$ cat src/design/rpc_cfg.svh
`ifndef RPC_CFG_SVH
`define RPC_CFG_SVH

// Register addresses on the parameter port
`define RPC_ADDR_BAUD 16'h2600
`define RPC_ADDR_RESTART 16'h2f00
`define RPC_ADDR_CASCADE 16'h86b0
`define RPC_ADDR_PROTO 16'h86c0
`define RPC_ADDR_STORE 16'h2910
`define RPC_ADDR_STATION 16'h1000
`define RPC_ADDR_FORMAT 16'h1010

// Baud divisor codes
`define RPC_DIV_9600 16'h0438
`define RPC_DIV_19200 16'h021c
`define RPC_DIV_38400 16'h010e
`define RPC_DIV_115200 16'h005a

// Command codes
`define RPC_CMD_BOOT 16'h55aa
`define RPC_CMD_RESTART 16'haa55
`define RPC_CMD_STORE 16'h0001

// Protocol field positions
`define RPC_PROTO_SEL_BIT 0
`define RPC_PROTO_DEFER_BIT 1

// Reset values
`define RPC_STATION_RST 16'h0001
`define RPC_CASCADE_RST 8'h00
`define RPC_PROTO_RST_A 8'h00
`define RPC_PROTO_RST_B 8'h01

// Fixed 8N1 framing and its read-back word: stop [1:0], parity [3:2], data [7:4]
`define RPC_DATA_BITS 4'h8
`define RPC_STOP_BITS 2'h1
`define RPC_PARITY_EN 1'b0
`define RPC_FORMAT_WORD 16'h0081

// Bit reference in kHz generated from the system clock in kHz
`define RPC_REF_KHZ 18'h0_2880
`define RPC_MCLK_KHZ 18'h3_0d40

`endif

$ cat src/design/rpc_pkg.sv
`default_nettype none

package rpc_pkg;
  typedef enum logic {
    RPC_PROTO_MODBUS = 1'b0,
    RPC_PROTO_HOST = 1'b1
  } rpc_proto_type;

  typedef enum logic {
    RPC_VARIANT_A = 1'b0,
    RPC_VARIANT_B = 1'b1
  } rpc_variant_type;
endpackage

`default_nettype wire

$ cat src/design/rpc_port_config.sv
// How it works
// - Divisor codes 1080/540/270/90 select four baud rates
// - Station and baud apply only after restart
// - Protocol bit0 picks Modbus or host protocol
// - Protocol bit1 chooses immediate or deferred apply
// - Framing fixed at eight data, one stop
// - Variant A defaults to 38400 baud Modbus
// - Variant B defaults to 115200 host protocol
// - Cascade register picks one-to-one or cascade link
// - Writing 1 to protocol switches at once
// - Writing 3 to protocol defers until restart
// - 55AA starts bootloader, AA55 restarts drive
`timescale 1ns/1ps
`default_nettype none
`include "rpc_cfg.svh"

module rpc_port_config
  import rpc_pkg::*;
#(
  parameter rpc_variant_type VARIANT = RPC_VARIANT_A
) (
  // Clock, reset, enable
  input wire logic mclk,
  input wire logic nrst,
  input wire logic ce,
  // Parameter access port
  input wire logic reg_req,
  input wire logic reg_we,
  input wire logic [15:0] reg_addr,
  input wire logic [15:0] reg_wdata,
  output logic reg_ack,
  output logic reg_err,
  output logic [15:0] reg_rdata,
  // Active port configuration
  output logic [15:0] baud_div,
  output logic [15:0] station_id,
  output logic proto_host,
  output logic cascade_mode,
  output logic [3:0] data_bits,
  output logic [1:0] stop_bits,
  output logic parity_en,
  // Bit timing and commands
  output logic bit_tick,
  output logic boot_req,
  output logic restart_req
);

  localparam logic [15:0] BAUD_RST =
    (VARIANT == RPC_VARIANT_B) ? `RPC_DIV_115200 : `RPC_DIV_38400;
  localparam logic [7:0] PROTO_RST =
    (VARIANT == RPC_VARIANT_B) ? `RPC_PROTO_RST_B : `RPC_PROTO_RST_A;

  // Pending (written), saved and active copies
  logic [15:0] baud_set_r, baud_set_nxt, baud_sav_r, baud_sav_nxt;
  logic [15:0] stn_set_r, stn_set_nxt, stn_sav_r, stn_sav_nxt;
  logic [1:0] proto_set_r, proto_set_nxt, proto_sav_r, proto_sav_nxt;
  logic [15:0] baud_r, baud_nxt, stn_r, stn_nxt;
  logic proto_r, proto_nxt, casc_r, casc_nxt;
  logic ack_r, ack_nxt, err_r, err_nxt, boot_r, boot_nxt, rst_r, rst_nxt;
  logic [15:0] rdata_r, rdata_nxt;
  logic [17:0] acc_r, acc_nxt;
  logic [15:0] cnt_r, cnt_nxt;
  logic tick_r, tick_nxt;
  logic wr, rd, baud_ok;

  assign wr = reg_req && reg_we;
  assign rd = reg_req && !reg_we;

  // One comparator per legal divisor code
  localparam logic [3:0][15:0] DIV_CODES =
    {`RPC_DIV_115200, `RPC_DIV_38400, `RPC_DIV_19200, `RPC_DIV_9600};
  logic [3:0] code_hit;

  for (genvar gi = 0; gi < 4; gi++) begin : g_code
    assign code_hit[gi] = (reg_wdata == DIV_CODES[gi]);
  end

  assign baud_ok = |code_hit;

  always_comb begin
    baud_set_nxt = baud_set_r;
    baud_sav_nxt = baud_sav_r;
    stn_set_nxt = stn_set_r;
    stn_sav_nxt = stn_sav_r;
    proto_set_nxt = proto_set_r;
    proto_sav_nxt = proto_sav_r;
    baud_nxt = baud_r;
    stn_nxt = stn_r;
    proto_nxt = proto_r;
    casc_nxt = casc_r;
    ack_nxt = reg_req;
    err_nxt = 1'b0;
    boot_nxt = 1'b0;
    rst_nxt = 1'b0;
    rdata_nxt = 16'h0000;
    if (rd) begin
      case (reg_addr)
        `RPC_ADDR_BAUD: rdata_nxt = baud_set_r;
        `RPC_ADDR_STATION: rdata_nxt = stn_set_r;
        `RPC_ADDR_PROTO: rdata_nxt = {14'h0000, proto_set_r};
        `RPC_ADDR_CASCADE: rdata_nxt = {15'h0000, casc_r};
        `RPC_ADDR_FORMAT: rdata_nxt = `RPC_FORMAT_WORD;
        `RPC_ADDR_RESTART: rdata_nxt = 16'h0000;
        `RPC_ADDR_STORE: rdata_nxt = 16'h0000;
        default: err_nxt = 1'b1;
      endcase
    end else if (wr) begin
      case (reg_addr)
        `RPC_ADDR_BAUD: begin
          // Unknown codes refused so the divider never sees a bad value
          if (baud_ok) begin
            baud_set_nxt = reg_wdata;
          end else begin
            err_nxt = 1'b1;
          end
        end
        `RPC_ADDR_STATION: stn_set_nxt = reg_wdata;
        `RPC_ADDR_PROTO: begin
          proto_set_nxt = reg_wdata[1:0];
          if (!reg_wdata[`RPC_PROTO_DEFER_BIT]) begin
            proto_nxt = reg_wdata[`RPC_PROTO_SEL_BIT];
          end
        end
        `RPC_ADDR_CASCADE: casc_nxt = reg_wdata[0];
        `RPC_ADDR_STORE: begin
          if (reg_wdata == `RPC_CMD_STORE) begin
            baud_sav_nxt = baud_set_r;
            stn_sav_nxt = stn_set_r;
            proto_sav_nxt = proto_set_r;
          end else begin
            err_nxt = 1'b1;
          end
        end
        `RPC_ADDR_RESTART: begin
          if (reg_wdata == `RPC_CMD_BOOT) begin
            boot_nxt = 1'b1;
          end else if (reg_wdata == `RPC_CMD_RESTART) begin
            // Restart drops unsaved baud, station and protocol settings, as the real drive would
            rst_nxt = 1'b1;
            baud_nxt = baud_sav_r;
            stn_nxt = stn_sav_r;
            proto_nxt = proto_sav_r[`RPC_PROTO_SEL_BIT];
            baud_set_nxt = baud_sav_r;
            stn_set_nxt = stn_sav_r;
            proto_set_nxt = proto_sav_r;
          end else begin
            err_nxt = 1'b1;
          end
        end
        default: err_nxt = 1'b1;
      endcase
    end
  end

  always_ff @(posedge mclk or negedge nrst) begin
    if (!nrst) begin
      baud_set_r <= BAUD_RST;
      baud_sav_r <= BAUD_RST;
      baud_r <= BAUD_RST;
      stn_set_r <= `RPC_STATION_RST;
      stn_sav_r <= `RPC_STATION_RST;
      stn_r <= `RPC_STATION_RST;
      proto_set_r <= PROTO_RST[1:0];
      proto_sav_r <= PROTO_RST[1:0];
      proto_r <= PROTO_RST[0];
      casc_r <= 1'(`RPC_CASCADE_RST);
      ack_r <= 1'b0;
      err_r <= 1'b0;
      boot_r <= 1'b0;
      rst_r <= 1'b0;
      rdata_r <= 16'h0000;
    end else if (ce) begin
      baud_set_r <= baud_set_nxt;
      baud_sav_r <= baud_sav_nxt;
      baud_r <= baud_nxt;
      stn_set_r <= stn_set_nxt;
      stn_sav_r <= stn_sav_nxt;
      stn_r <= stn_nxt;
      proto_set_r <= proto_set_nxt;
      proto_sav_r <= proto_sav_nxt;
      proto_r <= proto_nxt;
      casc_r <= casc_nxt;
      ack_r <= ack_nxt;
      err_r <= err_nxt;
      boot_r <= boot_nxt;
      rst_r <= rst_nxt;
      rdata_r <= rdata_nxt;
    end
  end

  // Fractional accumulator gives a 10.368 MHz reference without a second clock
  always_comb begin
    acc_nxt = acc_r + `RPC_REF_KHZ;
    cnt_nxt = cnt_r;
    tick_nxt = 1'b0;
    if (acc_nxt >= `RPC_MCLK_KHZ) begin
      acc_nxt = acc_nxt - `RPC_MCLK_KHZ;
      if (cnt_r >= baud_r - 16'h0001) begin
        cnt_nxt = 16'h0000;
        tick_nxt = 1'b1;
      end else begin
        cnt_nxt = cnt_r + 16'h0001;
      end
    end
    if (rst_nxt) begin
      cnt_nxt = 16'h0000;
    end
  end

  always_ff @(posedge mclk or negedge nrst) begin
    if (!nrst) begin
      acc_r <= 18'h0_0000;
      cnt_r <= 16'h0000;
      tick_r <= 1'b0;
    end else if (ce) begin
      acc_r <= acc_nxt;
      cnt_r <= cnt_nxt;
      tick_r <= tick_nxt;
    end
  end

  assign reg_ack = ack_r;
  assign reg_err = err_r;
  assign reg_rdata = rdata_r;
  assign baud_div = baud_r;
  assign station_id = stn_r;
  assign proto_host = proto_r;
  assign cascade_mode = casc_r;
  assign data_bits = `RPC_DATA_BITS;
  assign stop_bits = `RPC_STOP_BITS;
  assign parity_en = `RPC_PARITY_EN;
  assign bit_tick = tick_r;
  assign boot_req = boot_r;
  assign restart_req = rst_r;

  chk_baud_legal: assert property (@(posedge mclk) disable iff (!nrst)
    (baud_div == `RPC_DIV_9600) || (baud_div == `RPC_DIV_19200) ||
    (baud_div == `RPC_DIV_38400) || (baud_div == `RPC_DIV_115200))
    else $error("active baud divisor is not a legal code");

  chk_active_defer: assert property (@(posedge mclk) disable iff (!nrst)
    ($changed(baud_div) || $changed(station_id)) |-> restart_req)
    else $error("baud or station changed without restart");

  chk_proto_now: assert property (@(posedge mclk) disable iff (!nrst)
    (ce && wr && reg_addr == `RPC_ADDR_PROTO && !reg_wdata[1])
      |=> (proto_host == $past(reg_wdata[0])))
    else $error("immediate protocol write not applied");

  chk_proto_later: assert property (@(posedge mclk) disable iff (!nrst)
    (ce && wr && reg_addr == `RPC_ADDR_PROTO && reg_wdata[1]) |=> $stable(proto_host))
    else $error("deferred protocol write applied at once");

  chk_frame_fixed: assert property (@(posedge mclk) disable iff (!nrst)
    (data_bits == 4'h8) && (stop_bits == 2'h1) && !parity_en)
    else $error("frame format is not 8N1");

  chk_cascade_sel: assert property (@(posedge mclk) disable iff (!nrst)
    (ce && wr && reg_addr == `RPC_ADDR_CASCADE) |=> (cascade_mode == $past(reg_wdata[0])))
    else $error("cascade mode not taken from write");

  chk_boot_cmd: assert property (@(posedge mclk) disable iff (!nrst)
    (ce && wr && reg_addr == `RPC_ADDR_RESTART && reg_wdata == 16'h55aa)
      |=> (boot_req && !restart_req && !reg_err))
    else $error("bootloader command not raised");

  chk_restart_cmd: assert property (@(posedge mclk) disable iff (!nrst)
    (ce && wr && reg_addr == `RPC_ADDR_RESTART && reg_wdata == 16'haa55)
      |=> (restart_req && proto_host == $past(proto_sav_r[0])))
    else $error("restart command not applied");

  chk_store_copy: assert property (@(posedge mclk) disable iff (!nrst)
    (ce && wr && reg_addr == `RPC_ADDR_STORE && reg_wdata == 16'h0001)
      |=> (baud_sav_r == $past(baud_set_r) && stn_sav_r == $past(stn_set_r)))
    else $error("store did not save pending settings");

  chk_ref_range: assert property (@(posedge mclk) disable iff (!nrst)
    (acc_r < 18'h3_0d40) && (cnt_r < baud_r))
    else $error("bit timing counters out of range");

  chk_baud_refused: assert property (@(posedge mclk) disable iff (!nrst)
    (ce && wr && reg_addr == `RPC_ADDR_BAUD && !baud_ok)
      |=> (reg_err && baud_set_r == $past(baud_set_r)))
    else $error("illegal divisor code was not refused");

  chk_write_pending: assert property (@(posedge mclk) disable iff (!nrst)
    (ce && wr && (reg_addr == `RPC_ADDR_BAUD || reg_addr == `RPC_ADDR_STATION))
      |=> ($stable(baud_div) && $stable(station_id)))
    else $error("pending write reached the active settings");

  chk_read_still: assert property (@(posedge mclk) disable iff (!nrst)
    (ce && rd) |=> ($stable(baud_div) && $stable(station_id) &&
      $stable(proto_host) && $stable(cascade_mode)))
    else $error("read access changed the active settings");

  chk_format_read: assert property (@(posedge mclk) disable iff (!nrst)
    (ce && rd && reg_addr == `RPC_ADDR_FORMAT)
      |=> (reg_rdata == 16'h0081 && !reg_err))
    else $error("frame format read back wrong");

  chk_tick_single: assert property (@(posedge mclk) disable iff (!nrst)
    (ce && bit_tick) |=> !bit_tick)
    else $error("bit tick wider than one cycle");

endmodule

`default_nettype wire

$ cat config.mk
export PLATFORM = sky130hd
export DESIGN_NAME = rpc_port_config
export DESIGN_NICKNAME = d
export VERILOG_FILES = /design/src/design/rpc_pkg.sv /design/src/design/rpc_port_config.sv
export VERILOG_INCLUDE_DIRS = /design/src /design/src/design
export SDC_FILE = /design/constraint.sdc
export NUM_CORES = 1
export LEC_CHECK = 0
export BUFFER_PORTS_ARGS = -buffer_cell sky130_fd_sc_hd__buf_2
export CAP_MARGIN = 30
export CORE_MARGIN = 2
export CORE_UTILIZATION = 53
export CTS_BUF_LIST = sky130_fd_sc_hd__clkbuf_16
export CTS_CLUSTER_SIZE = 12
export DETAILED_ROUTE_END_ITERATION = 12
export PLACE_DENSITY = 0.87
export SLEW_MARGIN = 0
export SYNTH_ARGS = -nofsm -noshare
export SYNTH_HDL_FRONTEND = slang
export SYNTH_SLANG_ARGS = --single-unit
$ cat constraint.sdc
create_clock -name mclk -period 2.95 [get_ports mclk]
set_input_delay 0.1475 -clock mclk [delete_from_list [all_inputs] [get_ports mclk]]
set_output_delay 0.1475 -clock mclk [all_outputs]
set_load 0.02 [all_outputs]
==> metrics.log <==
INFO  metric outcome = completed
INFO  metric post_synth_num_cell_types = 67
INFO  metric dpl-instance-area = 8944 um^2
INFO  metric fill_cells = 1135
INFO  metric yosys.area_share.adder = 0.03507
INFO  metric crit_type = reg -> reg
INFO  metric buffers_plus_inverters_on_the_worst_setup_path = 2
INFO  metric layoutNonFillerInstCount = 1154
INFO  metric worstPathRequired = 3.26 ns
INFO  metric cts_max_path_buffers = 2
INFO  metric grt_first_pass_wirelength = 33.63 mm
INFO  metric synth_largest_type_area_fraction = 0.4147
INFO  metric rows = 45
INFO  metric slew_headroom = 0.5714
INFO  metric cts.clk_slew.worst_paths = 0.06 ns
INFO  metric timing_hold_violations_final = 0
INFO  metric total_leakage_power = 4.629 nW
INFO  metric finalWirelength = 21.05 mm
INFO  metric drive_gt1_frac = 0.2739
INFO  metric total_grt_usage = 0.2580
INFO  metric fin_nets = 1011
INFO  metric dr.first_iter.drc_count = 651
INFO  metric ys_seq_elements = 151
INFO  metric timing.hold.ws = 0.03930 ns
INFO  metric worst_slack = 0.004614 ns
INFO  metric htree_num_levels = 4
INFO  metric dr_total_vias = 6964
INFO  metric timing.critical_path.cells = nor2_1, nand3b_1, xor2_1, ha_1, a211o_1, a21oi_1, o21ai_0, a221o_1, a211oi_4, buf_6, buf_6, nor2_2, mux2_4
INFO  metric synthXorXnorAreaFrac = 0.02775
INFO  metric floorplan.die.height = 128.4 um
INFO  metric multi_input_comb_area = 4096 um^2
INFO  metric first_pass_iters = 7
INFO  metric timing.critical_path.from_type = flop
INFO  metric synth_top_family_by_area = simple AND/OR/NAND/NOR gates
INFO  metric dp.final_hpwl = 14.39 mm
INFO  metric skew = 0.006629 ns
INFO  metric rsz0062_at_grt = yes
INFO  metric total_power = 5.890 mW
INFO  metric synth_enable_flop_cells = 0
INFO  metric achievable_freq = 339.5 MHz
INFO  metric design.die.area = 16500 um^2
INFO  metric drt_drc_violations_left = 0
INFO  metric syn-mean-instance-area = 9.689 um^2
INFO  metric timing.critical_path.fanout_max = 6
INFO  metric die_width = 128.4 um
INFO  metric grt_start_max_net_pins = 73
INFO  metric synth_cells = 847
INFO  metric clock_tree_from_tritoncts = done
INFO  metric highest_count_cells_in_the_layout_ignoring_fill_and_taps = 138 x nand2_1, 136 x dfrtp_1, 91 x buf_2
INFO  metric place_ws = 0.03794 ns
INFO  metric synth_top_cell_by_area = dfrtp_1
INFO  metric cp_slowest_stage_delay = 0.59 ns
INFO  metric fin_crit = 2.945 ns
INFO  metric yosys-mux-area-fraction = 0.1087
INFO  metric synth_compound_area_frac = 0.1238
INFO  metric maximum_ir_drop_on_the_vdd_rail = 0.5326 mV
INFO  metric min-delay-path-class = in -> reg
INFO  metric numPlacedInstances = 1112
INFO  metric drv.max_cap_violation_count = 0
INFO  metric layout.area.seq = 3797 um^2
INFO  metric flow.area_growth_from_synthesis = 17.62%
INFO  metric synth.yosys.seq_area_share = 0.4627
INFO  metric slew_violations = 0
INFO  metric setup_tns = 0 ns
INFO  metric cts_inserted_buffers = 17
INFO  metric path_common_cell = buf_6
INFO  metric cpLargestDelayFamily = compound AO/OA/AOI/OAI gates
INFO  metric synth_warnings = 0
INFO  metric max_slew.worst_pin.slew = 0.6429 ns
INFO  metric synth_async_sr_flop_share = 1.000
INFO  metric ys_top_cells_by_area = dfrtp_1 41%, mux2_2 7.3%, nand2_1 6.4%
INFO  metric globalRoute.totalOverflow = 0
INFO  metric synth-simple-area-share = 0.1877
INFO  metric pwr_density_cell = 610.1 nW/um^2
INFO  metric routedWlPerCell = 18.24 um
INFO  metric ios = 99
INFO  metric final_common_cell = nand2_1
INFO  metric final-setup-viol-count = 0
INFO  metric ys_dominant_reg_cell = dfrtp_1
INFO  metric worst_skew_pair.late_latency = 0.42 ns
INFO  metric initial_utilization = 0.5418
INFO  metric core = 15150 um^2
INFO  metric worst_ep_arrival_time = 3.26 ns
INFO  metric final_core_util = 0.6373
INFO  metric globalplace.congestion = 0.9040
INFO  metric synth.cell_area = 8207 um^2
INFO  metric final_cell_area = 9653 um^2
INFO  metric drtAntennaViolNets = 0
INFO  metric worstSetupEndpointType = flop
INFO  metric clock_tree.root_cell = clkbuf_16
INFO  metric port_buffers = 91
INFO  metric cts_num_sinks = 151
INFO  metric antenna_violations_before_repair = 3
INFO  metric first_global_vias = 6705
INFO  metric timing.critical_path.slowest_stage_cell = dfstp_2
INFO  metric min_period_over_period = 0.9984
INFO  metric vias_per_cell = 6.035
-- flip-flops by register name (all words and copies together) (netlist names) --
name	cells
stn_set_r	16
acc_r	12
baud_div	16
proto_host	1
baud_sav_r	16
restart_req	1
station_id	16
stn_sav_r	16
proto_sav_r	2
reg_rdata	16
boot_req	1
baud_set_r	16
proto_set_r	2
cascade_mode	1
cnt_r	16
reg_err	1
bit_tick	1
reg_ack	1
-- path summary, 6_finish.rpt --
| check | start | endpoint | slack [ns] | cells past startpoint |
|---|---|---|---|---|
| max | baud_div[3] | bit_tick | 0.005 | 13 |
| min reg2reg | station_id[0] | station_id[0] | 0.46 | 2 |
| min in group asynchronous | nrst | station_id[11] | 0.30 | 2 |
| max reg2reg | baud_div[3] | bit_tick | 0.005 | 13 |
| min | reg_req | reg_ack | 0.04 | 2 |
| max in group asynchronous | nrst | baud_div[1] | 1.73 | 3 |
-- cell type report --
class                   instances  area share
clock buffers                  17     0.04407
repair buffers                130     0.08270
clock inverters                15     0.01309
diodes                          2   0.0005185
multi-input cells             606      0.4244
inverters                      45     0.01750
well taps                     188     0.02437
flip-flops and latches        151      0.3934
-- cell usage after synthesis, drive strengths merged (8+ instances only) --
master / number
nor3: 14
a31oi: 16
inv: 45
mux2: 56
nor2b: 8
nor2: 30
a22oi: 15
clkbuf: 16
nand4: 10
dfrtp: 136
and3: 8
a21oi: 37
mux2i: 25
buf: 34
nor4: 17
ha: 23
o21ai: 51
nand3: 43
dfstp: 15
o22ai: 17
xnor2: 20
nand2: 140
-- where the power goes --
group,internal [mW],switching (mW)
clock network,1.16,0.902
registers,2.20,0.230
logic,0.599,0.792
total,3.97,1.92
-- per-layer routing --
| layer | global-route usage | routed length, um |
|---|---|---|
| met1 | 0.3333 | 8532 |
| met2 | 0.4168 | 10240 |
| met3 | 0.06611 | 1736 |
| met4 | 0.1060 | 533 |
| met5 | 0 | 13 |
-- what timing repair did --
item	4_1_cts	5_1_grt
buffers inserted	0	4
endpoints found under the hold margin	59	0
endpoints found under the setup margin	0	17
gates resized for setup	0	28
hold buffers	1	0
-- cells by family (layout without fill, tap and decap cells) --
group                      count (synthesis)  in the layout
AOI/OAI and AO/OA                        165            165
xor gates and xnor gates                  26             26
adders and majority gates                 23             23
buffers and inverters                     95            207
DFF                                      151            151
muxes                                     81             81
other                                      2              9
and+or+nand+nor                          304            304
Power figures use the tool's default switching activity.
